==> src/core/pwf_regs.svh <==
// Constants for the pin-function and pulse-output configuration block
`ifndef PWF_REGS_SVH
`define PWF_REGS_SVH

// Reset values
`define PWF_ASSOC_FUNC_RST 3'h1
`define PWF_SLPRQ_FUNC_RST 3'h1
`define PWF_SLPIND_FUNC_RST 3'h1
`define PWF_L10_FUNC_RST 3'h1
`define PWF_L11_FUNC_RST 3'h0
`define PWF_L12_FUNC_RST 3'h0
`define PWF_PULL_EN_RST 20'h0ffff
`define PWF_PULL_DIR_RST 20'h0ffff
`define PWF_DUTY_RST 10'h000

// Field limits
`define PWF_MASK_MAX_TH 20'h0ffff
`define PWF_MASK_MAX_SMT 20'hfffff
`define PWF_DUTY_MAX 10'h3ff
`define PWF_LEVEL_MAP_W 8

// Line numbers handled here
`define PWF_LINE_ASSOC 5
`define PWF_LINE_SLPRQ 8
`define PWF_LINE_SLPIND 9
`define PWF_LINE_10 10
`define PWF_LINE_11 11
`define PWF_LINE_12 12

// Timing
`define PWF_CLK_PERIOD_NS 5
`define PWF_PWM_PERIOD_NS 64000
`define PWF_PWM_STEPS 1023
`define PWF_PWM_STEP_CYC ((`PWF_PWM_PERIOD_NS / `PWF_CLK_PERIOD_NS) / `PWF_PWM_STEPS)
`define PWF_TICK_MS 10
`define PWF_TICK_CYC ((`PWF_TICK_MS * 1000000) / `PWF_CLK_PERIOD_NS)
`define PWF_BLINK_DEF_MS 250
`define PWF_BLINK_DEF_TICKS (`PWF_BLINK_DEF_MS / `PWF_TICK_MS)
`define PWF_RSSI_UNIT_MS 100
`define PWF_RSSI_UNIT_TICKS (`PWF_RSSI_UNIT_MS / `PWF_TICK_MS)
`define PWF_RSSI_FOREVER 8'hff

`endif

==> src/core/pwf_pkg.sv <==
// Types shared by the pin-function configuration block
package pwf_pkg;

    typedef enum logic [3:0] {
        SEL_ASSOC_FUNC = 4'h0,
        SEL_SLPRQ_FUNC = 4'h1,
        SEL_SLPIND_FUNC = 4'h2,
        SEL_L10_FUNC = 4'h3,
        SEL_L11_FUNC = 4'h4,
        SEL_L12_FUNC = 4'h5,
        SEL_PULL_EN = 4'h6,
        SEL_PULL_DIR = 4'h7,
        SEL_LEVEL_MAP = 4'h8,
        SEL_DUTY_ZERO = 4'h9,
        SEL_DUTY_ONE = 4'ha
    } pwf_sel_t;

    typedef enum logic [2:0] {
        FN_DISABLED = 3'h0,
        FN_SPECIAL = 3'h1,
        FN_PULSE = 3'h2,
        FN_INPUT = 3'h3,
        FN_OUT_LOW = 3'h4,
        FN_OUT_HIGH = 3'h5
    } pwf_func_t;

    typedef struct packed {
        logic valid;
        logic write;
        pwf_sel_t sel;
        logic [19:0] wdata;
    } pwf_cmd_t;

    typedef struct packed {
        logic [19:0] out;
        logic [19:0] oe;
        logic [19:0] pull_en;
        logic [19:0] pull_up;
    } pwf_pins_t;

endpackage

==> src/core/pwf_pwm.sv <==
// Fixed-period pulse-width generator with a 10-bit duty value
`timescale 1ns/1ps
`include "pwf_regs.svh"

module pwf_pwm #(
    parameter int STEP_CYC = `PWF_PWM_STEP_CYC,
    parameter int STEPS = `PWF_PWM_STEPS
) (
    // Clock and reset
    input wire logic i_clk_sys,
    input wire logic i_rst,
    // Control
    input wire logic i_enable,
    input wire logic [9:0] i_duty,
    // Output
    output logic o_pwm
);

    if (STEP_CYC < 1 || STEPS < 2 || STEPS > 1023) begin : g_chk
        $error("pwf_pwm: step settings out of range");
    end

    logic [11:0] step_cnt_ff;
    logic [9:0] phase_ff;
    logic pwm_ff;

    wire step_end = step_cnt_ff == 12'(STEP_CYC - 1);
    wire phase_end = phase_ff == 10'(STEPS - 1);
    // Phase runs 0..STEPS-1, so full-scale duty holds high all period
    wire nxt_pwm = i_enable && (phase_ff < i_duty);

    always_ff @(posedge i_clk_sys) begin
        if (i_rst) begin
            step_cnt_ff <= 12'h000;
        end else begin
            step_cnt_ff <= step_end ? 12'h000 : step_cnt_ff + 12'h001;
        end
    end

    always_ff @(posedge i_clk_sys) begin
        if (i_rst) begin
            phase_ff <= 10'h000;
        end else if (step_end) begin
            phase_ff <= phase_end ? 10'h000 : phase_ff + 10'h001;
        end
    end

    always_ff @(posedge i_clk_sys) begin
        if (i_rst) begin
            pwm_ff <= 1'b0;
        end else begin
            pwm_ff <= nxt_pwm;
        end
    end

    assign o_pwm = pwm_ff;

endmodule

==> src/core/pwf_top.sv <==
// Pin-function selection, pull control, level map and pulse outputs
`timescale 1ns/1ps
`include "pwf_regs.svh"

module pwf_top #(
    parameter bit THROUGH_HOLE = 1'b0,
    parameter int TICK_CYC = `PWF_TICK_CYC
) (
    // Clock and reset
    input wire logic i_clk_sys,
    input wire logic i_rst,
    // Command-mode access
    input wire pwf_pkg::pwf_cmd_t i_cmd,
    input wire logic i_apply_changes,
    output logic o_cmd_done,
    output logic o_cmd_error,
    output logic [19:0] o_cmd_rdata,
    // Settings owned elsewhere
    input wire logic [7:0] i_led_blink_time,
    input wire logic [7:0] i_signal_strength_timer,
    input wire logic [19:0] i_ext_pull_ok,
    // Node state and radio events
    input wire logic i_associated,
    input wire logic i_asleep,
    input wire logic i_rx_valid,
    input wire logic [7:0] i_rx_strength_dbm,
    input wire logic i_analog_in_zero_valid,
    input wire logic [9:0] i_analog_in_zero,
    input wire logic i_line_passing_match,
    input wire logic i_spi_miso_data,
    // Pins
    input wire logic [19:0] i_line_in,
    output pwf_pkg::pwf_pins_t o_pins,
    output logic o_sleep_request_in
);

    localparam int MASK_W = THROUGH_HOLE ? 16 : 20;

    if (TICK_CYC < 2 || TICK_CYC > 16777215) begin : g_chk
        $error("pwf_top: TICK_CYC out of range");
    end

    // Function code legality per line
    function automatic logic code_ok(input pwf_pkg::pwf_sel_t sel, input logic [2:0] c);
        logic std;
        std = (c == 3'h0) || (c == 3'h3) || (c == 3'h4) || (c == 3'h5);
        case (sel)
            pwf_pkg::SEL_L10_FUNC: code_ok = std || (c == 3'h1) || (c == 3'h2);
            pwf_pkg::SEL_L11_FUNC: code_ok = std || (c == 3'h2);
            pwf_pkg::SEL_L12_FUNC: code_ok = std || ((c == 3'h1) && THROUGH_HOLE);
            default: code_ok = std || (c == 3'h1);
        endcase
    endfunction

    // Mask bit position serving a given line
    function automatic logic [4:0] pull_bit(input int line);
        case (line)
            0: pull_bit = 5'h04;
            1: pull_bit = 5'h03;
            2: pull_bit = 5'h02;
            3: pull_bit = 5'h01;
            4: pull_bit = 5'h00;
            5: pull_bit = 5'h08;
            6: pull_bit = 5'h05;
            7: pull_bit = 5'h0d;
            8: pull_bit = 5'h06;
            9: pull_bit = 5'h09;
            10: pull_bit = 5'h0b;
            11: pull_bit = 5'h0c;
            12: pull_bit = 5'h0a;
            13: pull_bit = 5'h0e;
            14: pull_bit = 5'h07;
            default: pull_bit = 5'(line);
        endcase
    endfunction

    // Static drive of a plain digital function
    function automatic logic [1:0] std_drive(input logic [2:0] f, input logic lvl);
        std_drive = {(f == 3'h4) || (f == 3'h5), lvl};
    endfunction

    // Pending (written) and active (applied) settings
    logic [2:0] p_func_ff [6];
    logic [2:0] a_func_ff [6];
    logic [19:0] p_pull_en_ff;
    logic [19:0] p_pull_dir_ff;
    logic [19:0] a_pull_en_ff;
    logic [19:0] a_pull_dir_ff;
    logic [9:0] p_duty0_ff;
    logic [9:0] p_duty1_ff;
    logic [9:0] a_duty0_ff;
    logic [9:0] a_duty1_ff;
    logic [5:0] level_ff;
    logic done_ff;
    logic err_ff;
    logic [19:0] rdata_ff;

    // Command decode
    wire is_func = i_cmd.sel <= pwf_pkg::SEL_L12_FUNC;
    wire [2:0] func_idx = i_cmd.sel[2:0];
    wire [19:0] mask_max = THROUGH_HOLE ? `PWF_MASK_MAX_TH : `PWF_MASK_MAX_SMT;
    wire is_mask = (i_cmd.sel == pwf_pkg::SEL_PULL_EN) || (i_cmd.sel == pwf_pkg::SEL_PULL_DIR);
    wire is_duty = (i_cmd.sel == pwf_pkg::SEL_DUTY_ZERO) || (i_cmd.sel == pwf_pkg::SEL_DUTY_ONE);
    wire sel_known = i_cmd.sel <= pwf_pkg::SEL_DUTY_ONE;
    wire bad_code = is_func && ((i_cmd.wdata[19:3] != 17'h00000) ||
        !code_ok(i_cmd.sel, i_cmd.wdata[2:0]));
    wire bad_mask = is_mask && (i_cmd.wdata > mask_max);
    wire bad_duty = is_duty && (i_cmd.wdata[19:10] != 10'h000);
    wire bad_lvl = (i_cmd.sel == pwf_pkg::SEL_LEVEL_MAP) &&
        (i_cmd.wdata[19:`PWF_LEVEL_MAP_W] != 12'h000);
    wire cmd_err = i_cmd.valid && (!sel_known || (i_cmd.write &&
        (bad_code || bad_mask || bad_duty || bad_lvl)));
    wire wr_ok = i_cmd.valid && i_cmd.write && !cmd_err;
    wire rd_ok = i_cmd.valid && !i_cmd.write && sel_known;

    logic [19:0] nxt_rdata;
    always_comb begin
        case (i_cmd.sel)
            pwf_pkg::SEL_PULL_EN: nxt_rdata = p_pull_en_ff;
            pwf_pkg::SEL_PULL_DIR: nxt_rdata = p_pull_dir_ff;
            pwf_pkg::SEL_DUTY_ZERO: nxt_rdata = {10'h000, p_duty0_ff};
            pwf_pkg::SEL_DUTY_ONE: nxt_rdata = {10'h000, p_duty1_ff};
            pwf_pkg::SEL_LEVEL_MAP: nxt_rdata = 20'h00000;
            default: nxt_rdata = is_func ? {17'h00000, p_func_ff[func_idx]} : 20'h00000;
        endcase
    end

    always_ff @(posedge i_clk_sys) begin
        if (i_rst) begin
            done_ff <= 1'b0;
            err_ff <= 1'b0;
            rdata_ff <= 20'h00000;
        end else begin
            done_ff <= i_cmd.valid && !cmd_err;
            err_ff <= cmd_err;
            rdata_ff <= rd_ok ? nxt_rdata : rdata_ff;
        end
    end

    // Pending settings; apply copies them into the active set
    always_ff @(posedge i_clk_sys) begin
        if (i_rst) begin
            p_func_ff[0] <= `PWF_ASSOC_FUNC_RST;
            p_func_ff[1] <= `PWF_SLPRQ_FUNC_RST;
            p_func_ff[2] <= `PWF_SLPIND_FUNC_RST;
            p_func_ff[3] <= `PWF_L10_FUNC_RST;
            p_func_ff[4] <= `PWF_L11_FUNC_RST;
            p_func_ff[5] <= `PWF_L12_FUNC_RST;
            p_pull_en_ff <= `PWF_PULL_EN_RST;
            p_pull_dir_ff <= `PWF_PULL_DIR_RST;
            p_duty0_ff <= `PWF_DUTY_RST;
            p_duty1_ff <= `PWF_DUTY_RST;
        end else if (wr_ok) begin
            if (is_func) begin
                p_func_ff[func_idx] <= i_cmd.wdata[2:0];
            end
            if (i_cmd.sel == pwf_pkg::SEL_PULL_EN) begin
                p_pull_en_ff <= i_cmd.wdata;
            end
            if (i_cmd.sel == pwf_pkg::SEL_PULL_DIR) begin
                p_pull_dir_ff <= i_cmd.wdata;
            end
            if (i_cmd.sel == pwf_pkg::SEL_DUTY_ZERO) begin
                p_duty0_ff <= i_cmd.wdata[9:0];
            end
            if (i_cmd.sel == pwf_pkg::SEL_DUTY_ONE) begin
                p_duty1_ff <= i_cmd.wdata[9:0];
            end
        end
    end

    // Passing a sample only counts while line 10 is really in pulse mode
    wire pass0 = i_analog_in_zero_valid && i_line_passing_match &&
        (a_func_ff[3] == 3'h2);

    always_ff @(posedge i_clk_sys) begin
        if (i_rst) begin
            a_func_ff[0] <= `PWF_ASSOC_FUNC_RST;
            a_func_ff[1] <= `PWF_SLPRQ_FUNC_RST;
            a_func_ff[2] <= `PWF_SLPIND_FUNC_RST;
            a_func_ff[3] <= `PWF_L10_FUNC_RST;
            a_func_ff[4] <= `PWF_L11_FUNC_RST;
            a_func_ff[5] <= `PWF_L12_FUNC_RST;
            a_pull_en_ff <= `PWF_PULL_EN_RST;
            a_pull_dir_ff <= `PWF_PULL_DIR_RST;
            a_duty1_ff <= `PWF_DUTY_RST;
        end else if (i_apply_changes) begin
            a_func_ff <= p_func_ff;
            a_pull_en_ff <= p_pull_en_ff;
            a_pull_dir_ff <= p_pull_dir_ff;
            a_duty1_ff <= p_duty1_ff;
        end
    end

    // Apply wins over a passed sample arriving in the same cycle
    always_ff @(posedge i_clk_sys) begin
        if (i_rst) begin
            a_duty0_ff <= `PWF_DUTY_RST;
        end else if (i_apply_changes) begin
            a_duty0_ff <= p_duty0_ff;
        end else if (pass0) begin
            a_duty0_ff <= i_analog_in_zero;
        end
    end

    // Output levels: set by apply from codes 4/5, then the line 5 level only by level-map writes
    wire lvl_wr = wr_ok && (i_cmd.sel == pwf_pkg::SEL_LEVEL_MAP);
    logic [5:0] nxt_level;
    always_comb begin
        for (int i = 0; i < 6; i++) begin
            nxt_level[i] = i_apply_changes ? (p_func_ff[i] == 3'h5) : level_ff[i];
        end
        if (lvl_wr) begin
            nxt_level[0] = i_cmd.wdata[`PWF_LINE_ASSOC];
        end
    end

    always_ff @(posedge i_clk_sys) begin
        if (i_rst) begin
            level_ff <= 6'h00;
        end else begin
            level_ff <= nxt_level;
        end
    end

    // 10 ms time base
    logic [23:0] tick_cnt_ff;
    wire tick = tick_cnt_ff == 24'(TICK_CYC - 1);
    always_ff @(posedge i_clk_sys) begin
        if (i_rst) begin
            tick_cnt_ff <= 24'h000000;
        end else begin
            tick_cnt_ff <= tick ? 24'h000000 : tick_cnt_ff + 24'h000001;
        end
    end

    // Associate blink, equal on and off phases
    logic [7:0] blink_cnt_ff;
    logic blink_ff;
    wire [7:0] half_ticks = (i_led_blink_time == 8'h00) ?
        8'(`PWF_BLINK_DEF_TICKS) : i_led_blink_time;
    wire blink_end = tick && (blink_cnt_ff >= half_ticks - 8'h01);
    always_ff @(posedge i_clk_sys) begin
        if (i_rst || !i_associated) begin
            blink_cnt_ff <= 8'h00;
            blink_ff <= 1'b0;
        end else if (blink_end) begin
            blink_cnt_ff <= 8'h00;
            blink_ff <= !blink_ff;
        end else if (tick) begin
            blink_cnt_ff <= blink_cnt_ff + 8'h01;
        end
    end

    // Signal-strength pulse: duty per packet, window in 100 ms units
    logic [11:0] rssi_left_ff;
    logic [9:0] rssi_duty_ff;
    wire rssi_forever = i_signal_strength_timer == `PWF_RSSI_FOREVER;
    always_ff @(posedge i_clk_sys) begin
        if (i_rst) begin
            rssi_left_ff <= 12'h000;
            rssi_duty_ff <= 10'h000;
        end else if (i_rx_valid) begin
            // Stronger signal (fewer dBm below zero) gives more high time
            rssi_duty_ff <= `PWF_DUTY_MAX - {i_rx_strength_dbm, 2'b00};
            rssi_left_ff <= 12'(i_signal_strength_timer * `PWF_RSSI_UNIT_TICKS);
        end else if (tick && rssi_left_ff != 12'h000) begin
            rssi_left_ff <= rssi_left_ff - 12'h001;
        end
    end
    wire rssi_on = rssi_forever || (rssi_left_ff != 12'h000);

    // Pulse generators
    wire l10_rssi = a_func_ff[3] == 3'h1;
    wire l10_pwm = a_func_ff[3] == 3'h2;
    wire l11_pwm = a_func_ff[4] == 3'h2;
    wire pwm_rssi;
    wire pwm_zero;
    wire pwm_one;

    pwf_pwm u_pwm_rssi (
        .i_clk_sys(i_clk_sys),
        .i_rst(i_rst),
        .i_enable(l10_rssi && rssi_on),
        .i_duty(rssi_duty_ff),
        .o_pwm(pwm_rssi)
    );

    pwf_pwm u_pwm_zero (
        .i_clk_sys(i_clk_sys),
        .i_rst(i_rst),
        .i_enable(l10_pwm),
        .i_duty(a_duty0_ff),
        .o_pwm(pwm_zero)
    );

    pwf_pwm u_pwm_one (
        .i_clk_sys(i_clk_sys),
        .i_rst(i_rst),
        .i_enable(l11_pwm),
        .i_duty(a_duty1_ff),
        .o_pwm(pwm_one)
    );

    // Sleep-request pin enters through a two-stage synchroniser
    logic slprq_meta_ff;
    logic slprq_sync_ff;
    always_ff @(posedge i_clk_sys) begin
        if (i_rst) begin
            slprq_meta_ff <= 1'b0;
            slprq_sync_ff <= 1'b0;
        end else begin
            slprq_meta_ff <= i_line_in[`PWF_LINE_SLPRQ];
            slprq_sync_ff <= slprq_meta_ff;
        end
    end
    wire slprq_fn = a_func_ff[1] == 3'h1;
    wire nxt_slprq = slprq_fn && slprq_sync_ff;

    // Per-line drive of the six handled lines, {oe, level}
    logic [1:0] drv [6];
    always_comb begin
        for (int i = 0; i < 6; i++) begin
            drv[i] = std_drive(a_func_ff[i], level_ff[i]);
        end
        if (a_func_ff[0] == 3'h1) begin
            drv[0] = {1'b1, i_associated && blink_ff};
        end
        if (slprq_fn) begin
            drv[1] = 2'b00;
        end
        if (a_func_ff[2] == 3'h1) begin
            drv[2] = {1'b1, !i_asleep};
        end
        if (l10_rssi) begin
            drv[3] = {1'b1, pwm_rssi};
        end
        if (l10_pwm) begin
            drv[3] = {1'b1, pwm_zero};
        end
        if (l11_pwm) begin
            drv[4] = {1'b1, pwm_one};
        end
        if (a_func_ff[5] == 3'h1) begin
            drv[5] = {1'b1, i_spi_miso_data};
        end
    end

    // Pull control across all twenty lines
    localparam int LINES [6] = '{`PWF_LINE_ASSOC, `PWF_LINE_SLPRQ, `PWF_LINE_SLPIND,
        `PWF_LINE_10, `PWF_LINE_11, `PWF_LINE_12};
    logic [19:0] pull_ok;
    pwf_pkg::pwf_pins_t nxt_pins;
    always_comb begin
        pull_ok = i_ext_pull_ok;
        nxt_pins = '0;
        for (int i = 0; i < 6; i++) begin
            pull_ok[LINES[i]] = (a_func_ff[i] == 3'h0) || (a_func_ff[i] == 3'h3);
            nxt_pins.oe[LINES[i]] = drv[i][1];
            nxt_pins.out[LINES[i]] = drv[i][1] && drv[i][0];
        end
        for (int l = 0; l < 20; l++) begin
            // Bits above the variant's mask width never reach a pin
            nxt_pins.pull_en[l] = (int'(pull_bit(l)) < MASK_W) && pull_ok[l] &&
                a_pull_en_ff[pull_bit(l)];
            nxt_pins.pull_up[l] = nxt_pins.pull_en[l] && a_pull_dir_ff[pull_bit(l)];
        end
    end

    pwf_pkg::pwf_pins_t pins_ff;
    logic slprq_out_ff;
    always_ff @(posedge i_clk_sys) begin
        if (i_rst) begin
            pins_ff <= '0;
            slprq_out_ff <= 1'b0;
        end else begin
            pins_ff <= nxt_pins;
            slprq_out_ff <= nxt_slprq;
        end
    end

    assign o_pins = pins_ff;
    assign o_sleep_request_in = slprq_out_ff;
    assign o_cmd_done = done_ff;
    assign o_cmd_error = err_ff;
    assign o_cmd_rdata = rdata_ff;

endmodule

==> config.mk <==
export PLATFORM = sky130hd
export DESIGN_NAME = pwf_top
export DESIGN_NICKNAME = d
export VERILOG_FILES = /design/src/core/pwf_pkg.sv /design/src/core/pwf_pwm.sv /design/src/core/pwf_top.sv
export VERILOG_INCLUDE_DIRS = /design/src /design/src/core
export SDC_FILE = /design/constraint.sdc
export NUM_CORES = 1
export LEC_CHECK = 0
export BUFFER_PORTS_ARGS = -buffer_cell sky130_fd_sc_hd__buf_4
export CORE_UTILIZATION = 31
export CTS_BUF_LIST = sky130_fd_sc_hd__clkbuf_8
export CTS_CLUSTER_DIAMETER = 40
export DETAILED_ROUTE_END_ITERATION = 7
export GPL_ROUTABILITY_DRIVEN = 0
export GPL_TIMING_DRIVEN = 0
export PLACE_DENSITY_LB_ADDON = 0.2
export SYNTH_ARGS = -nofsm -noshare
export SYNTH_HDL_FRONTEND = slang
export SYNTH_HIERARCHICAL = 1
export SYNTH_SLANG_ARGS = --single-unit
==> constraint.sdc <==
create_clock -name i_clk_sys -period 6 [get_ports i_clk_sys]
set_clock_uncertainty 0.2 [all_clocks]
set_input_delay 0.9 -clock i_clk_sys [delete_from_list [all_inputs] [get_ports i_clk_sys]]
set_output_delay 0.9 -clock i_clk_sys [all_outputs]
set_load 0.05 [all_outputs]
== Yosys cells after proc, flatten, opt, wreduce, memory -nomap -nowiden ==
Cells that the tools add are included.
Storage, ports and cells
  output and inout bits: 103
  bits in registers: 391
Operators by class
  $mul: 1
  reductions and logical operators: 129
  mux-type cells: 26
  $lt $le $gt $ge: 9
  equal/unequal tests: 52
  add/sub/neg operators: 11
  bitwise gates (word level): 1
Operators with widths (number)
  20-bit one-hot mux with 5 select lines: 1
  1-bit logical AND: 69
  3-bit == test, second input constant: 20
  10-bit 2-to-1 mux: 5
  12-bit by 1-bit adder with 12-bit output, second input constant: 3
  12-bit by 4-bit == test with 1-bit output, second input constant: 3
  10-bit by 1-bit adder with 10-bit output, second input constant: 3
  10-bit == test, second input constant: 3
  3-bit by 2-bit == test with 1-bit output, second input constant: 10
  10-bit < comparator: 3
  1-bit logical OR: 27
  24-bit by 1-bit adder with 24-bit output, second input constant: 1
  24-bit by 21-bit == test with 1-bit output, second input constant: 1
  12-bit 2-to-1 mux: 2
  12-bit nonzero test: 2
  3-bit logical NOT: 7
  20-bit > comparator, second input constant: 1
  18-bit bitwise mux: 1
  3-bit by 1-bit == test with 1-bit output, second input constant: 6
  17-bit nonzero test: 1
  4-bit by 3-bit == test with 1-bit output, second input constant: 4
  2-bit 2-to-1 mux: 7
  4-bit == test, second input constant: 3
  3-bit 2-to-1 mux: 4
  24 further kinds: 42

== Longest topological paths before layout ==
  depth in word-level cells: 20
  gate-level depth with buffers: 16

== By module ==
Netlist, hierarchy kept.
Modules (own cells, without submodules)
  pwf_top: area an instance 12642.1 um^2, instances 1, cells an instance 1350
  pwf_pwm: area an instance 1307.5 um^2, instances 3, cells an instance 162

== Least setup slack after synthesis ==
No wires, ideal clock.
  kind: input port to flip-flop
  start point: input i_led_blink_time[0]
  end point: register blink_ff
  setup slack: 1.620 ns
  buffers on the path: 1
  stages: 16
  arrival time: 4.064 ns
  cell sequence: or3_1 or3_1 nor2_1 nor2_1 ha_1 nand2b_1 nor2_1 xor2_1 nor2_1 ha_1 a21o_1 a2111oi_0 o21a_1 clkbuf_1 nor2_1 a31o_2
On the way
  longest elaborated chain between the ends: 5
RTL lines
  start, declared: RTL line pwf_top.sv:19  | input wire logic [7:0] i_led_blink_time,
  8-bit logical NOT: RTL line pwf_top.sv:240  | wire [7:0] half_ticks = (i_led_blink_time == 8'h00) ?
  8-bit 2-to-1 mux (*): RTL line pwf_top.sv:240
  8-bit by 1-bit subtractor with 8-bit output (*): RTL line pwf_top.sv:242  | wire blink_end = tick && (blink_cnt_ff >= half_ticks - 8'h01);
  8-bit >= comparator (*): RTL line pwf_top.sv:242
  1-bit logical AND (*): RTL line pwf_top.sv:242
  end signal, assigned: RTL line pwf_top.sv:249  | blink_ff <= !blink_ff;
  end, declared: RTL line pwf_top.sv:239  | logic blink_ff;
Mark *: on every way between the ends. The rest lies on a longest branch, timed or not.
A chain may end at the register's enable or synchronous reset.

== Final worst setup path ==
Same ends and word-level chain as after synthesis.

==> metrics <==
Worst R2R Setup Slack between 3 and 4 ns; fill cell count approximately 5,300; effective utilization at floorplan 31.5%; Synth area leaders dfxtp_1 44%, mux2i_1 5.6%, nor2_1 5.1%; status completed; Die Area 54,400 µm²; Hold Crit Class flip-flop to flip-flop; Final ANT Viol Nets 0; post-synth cell types a little over 70; synth warn 6; critical path startpoint category primary input; Syn-to-layout area delta 21.9%; Setup TNS Final 0 ns; 1st-pass router iterations 5; post-synth top area share ~44%; clk root buf clkbuf_8; sequential fraction of the synthesis area between 40 and 50%; Die Wd 233 µm; RSZ-0062 raised after global routing no; ys async rst share 0%; Skew-Pair Late Insertion Delay 0.63 ns; worst hold margin ~0.25 ns; Final setup viols 0; via count ~14,000; post-synthesis compound-gate area fraction approximately an eighth; Worst Min Path Start a_pull_dir_ff[15]; main combinational cell family by area after synthesis simple AND/OR/NAND/NOR gates; CTS tree done; clk buf depth 3; commonest non-fill, non-tap cells in the layout 362 x dfxtp_1, 225 x nor2_1, 183 x buf_4; post-CTS sizing 0; CTS Hold Bufs 0; port buffer count 154; DRC 0; arrival time of the worst setup path 4.67 ns; max cap viols 0; Synth Register Bits roughly 360; Worst Hold Depth 1; Hold Path Sink o_pins[15]; row count 84; WL/cell roughly 18 µm; clock sink total around 360; Finished Layout Cells 2,831; Core ar. ~53,000 µm²; vias in the first global route around 14,000; Critical Path End Type flip-flop; grt ovf 0; first-pass GRT wire length between 70,000 and 80,000 µm; PwrDens approximately 290 nW/µm²; Worst Path Max Fanout 10; xor-xnor portion of the synthesized cell area ~3.6%; wirelength, routed between 40,000 and 50,000 µm; Final Critical Period between 4 and 5 ns; Worst-path clk slew ~0.06 ns; I/O pins between 200 and 250; worst path required time ~6.3 ns; share of layout cells above drive strength 1 approximately 15%; Worst Setup Path Type primary input to flip-flop; Most used DFF post-synth dfxtp_1; Tot GR Track Use around 18%; post-synthesis instance area approximately 17,000 µm²; # placed instances approximately 2,700; die height 233 µm; Post-Synth Simple-Gate Area between 20% and 30%; Area after DPL roughly 19,000 µm²; final worst path period share approximately 73%; mux contribution to synthesized area 6.17%; nets ~2,300; max-slew violations 0; Post-Layout Inst Area around 20,000 µm²; commonest non-fill, non-tap cell in the layout dfxtp_1; Mean Syn Cell Area about 9.0 µm²; Reg-to-Reg Start tick_cnt_ff[10]; Num CTS Buffers roughly 70; H-tree Lvls 3; Mapped Cells around 1,800; Fin. Hold Viols 0; Via-to-Cell Ratio slightly above 5; worst-case reg-to-reg path depth 7; setup bufs post-CTS 0; initial antenna violation count 1; Reg-to-Reg End tick_cnt_ff[18]; static leakage power around 8.0 nW; slew margin rel. roughly a fifth; initial DRC count between 800 and 900; biggest area consumer among synthesized cells dfxtp_1; HPWL after DPL 37,000 µm; final core utilization 38.3%; VDD IR max around 140 µV; Max Fclk between 200 and 250 MHz; Worst-Margin Slew 1.18 ns; EDFF count, synth 0; Post-Synth Adder-Cell Area 4.65%; largest net degree at the start of global routing 11
-- sequential cells by signal, summed over array words and instances (netlist names), 10 cells and up --
signal	count
a_duty0_ff	10
a_duty1_ff	10
a_func_ff	18
a_pull_dir_ff	20
a_pull_en_ff	20
o_cmd_rdata	20
o_pins	52
p_duty0_ff	10
p_duty1_ff	10
p_func_ff	18
p_pull_dir_ff	20
p_pull_en_ff	20
rssi_left_ff	12
tick_cnt_ff	24
u_pwm_one/phase_ff	10
u_pwm_one/step_cnt_ff	12
u_pwm_rssi/phase_ff	10
u_pwm_rssi/step_cnt_ff	12
u_pwm_zero/phase_ff	10
u_pwm_zero/step_cnt_ff	12
-- critical path, cell delays in order --
cell,delay (ns)
buf_4,0.11
or3_1,0.42
or3_1,0.39
nor2_1,0.23
nor2_1,0.10
ha_1,0.22
nand2b_1,0.10
nor2_1,0.06
xor2_1,0.13
nor2_1,0.06
ha_1,0.29
a21o_1,0.18
a2111oi_0,0.40
o21a_1,0.21
clkbuf_1,0.37
nor2_1,0.22
a31o_2,0.28
-- report_power, final --
group | switching, mW | total [mW] | internal (mW)
Sequential | 0.0607 | 2.54 | 2.48
Combinational | 0.401 | 0.628 | 0.227
Clock | 1.10 | 2.60 | 1.50
Total | 1.56 | 5.77 | 4.21
-- metrics by stage --
stage / power, mW / setup WS [ns]
after floorplan: 2.99 / 1.62
after global placement: 3.21 / 1.00
after detailed placement: 3.22 / 1.00
after CTS: 5.84 / 1.69
after global routing: 6.02 / 1.41
final: 5.77 / 1.65
-- worst max-delay path by stage --
| stage | from | to | slack (ns) | cells past startpoint |
|---|---|---|---|---|
| after global placement | i_led_blink_time[0] | blink_ff | 1.00 | 17 |
| after floorplan | i_led_blink_time[0] | blink_ff | 1.62 | 16 |
| after global routing | i_led_blink_time[0] | blink_ff | 1.41 | 17 |
| after CTS | i_led_blink_time[0] | blink_ff | 1.69 | 17 |
| after detailed placement | i_led_blink_time[0] | blink_ff | 1.00 | 17 |
| final | i_led_blink_time[0] | blink_ff | 1.65 | 17 |
-- per-layer routing --
layer / share of wire (%) / track usage (%) / wire length [µm] / up-vias
met5: 0 / 0 / 0 / -
met4: 2.9 / 7.92 / 1430 / 0
met3: 5.7 / 3.23 / 2860 / 86
met2: 46 / 29.5 / 23000 / 425
met1: 45 / 23.6 / 22500 / 6742
li1: - / - / - / 6990
-- kinds of logic (layout without fill, tap and decap cells) --
| family | after synthesis | after routing |
|---|---|---|
| multiplexers | 98 | 98 |
| other | 1 | 29 |
| XOR/XNOR | 69 | 69 |
| AND/OR/NAND/NOR | 756 | 756 |
| buffers and inverters | 193 | 472 |
| flip-flops | 362 | 362 |
| AO/OA/AOI/OAI | 296 | 296 |
| adder cells (fa/ha/maj) | 61 | 61 |
-- cell usage after synthesis (5+ instances only) --
cell       number
xor2_1         34
a21o_1          8
buf_2          11
ha_1           60
or3_1          22
o2111ai_1       5
nor3b_1         5
o21ai_0        12
a31oi_1        23
buf_4          29
nor4b_1         8
and3b_1        14
dfxtp_1       362
or4_1          25
nor4b_2         6
a21oi_1        94
o211ai_1       13
buf_1           8
a211oi_1       24
nor2b_1        45
nor3_1         69
mux2i_1        92
nand2b_1       64
nand2_1        79
a22oi_1        33
nand3b_1        5
a311oi_1        8
nand4_1        30
and3_1         18
a2bb2oi_1       6
nor2_1        225
nor4_1         12
xnor2_1        35
nand4b_1        9
clkbuf_1       90
and2_1         24
and4b_1         5
inv_1          55
nand3_1        71
a211o_1        39
-- cell type report --
class	count	area [µm²]	area share, %
clock buffers	88	1210	6.00
well taps	688	861	4.26
repair buffers	154	1160	5.73
plain buffers	138	641	3.17
clock inverters	37	288	1.43
inverters	55	206	1.02
multi-input cells	1308	8570	42.5
flip-flops and latches	362	7250	35.9
diodes	1	2.50	0.0124
(Power assumes the default switching activity.)
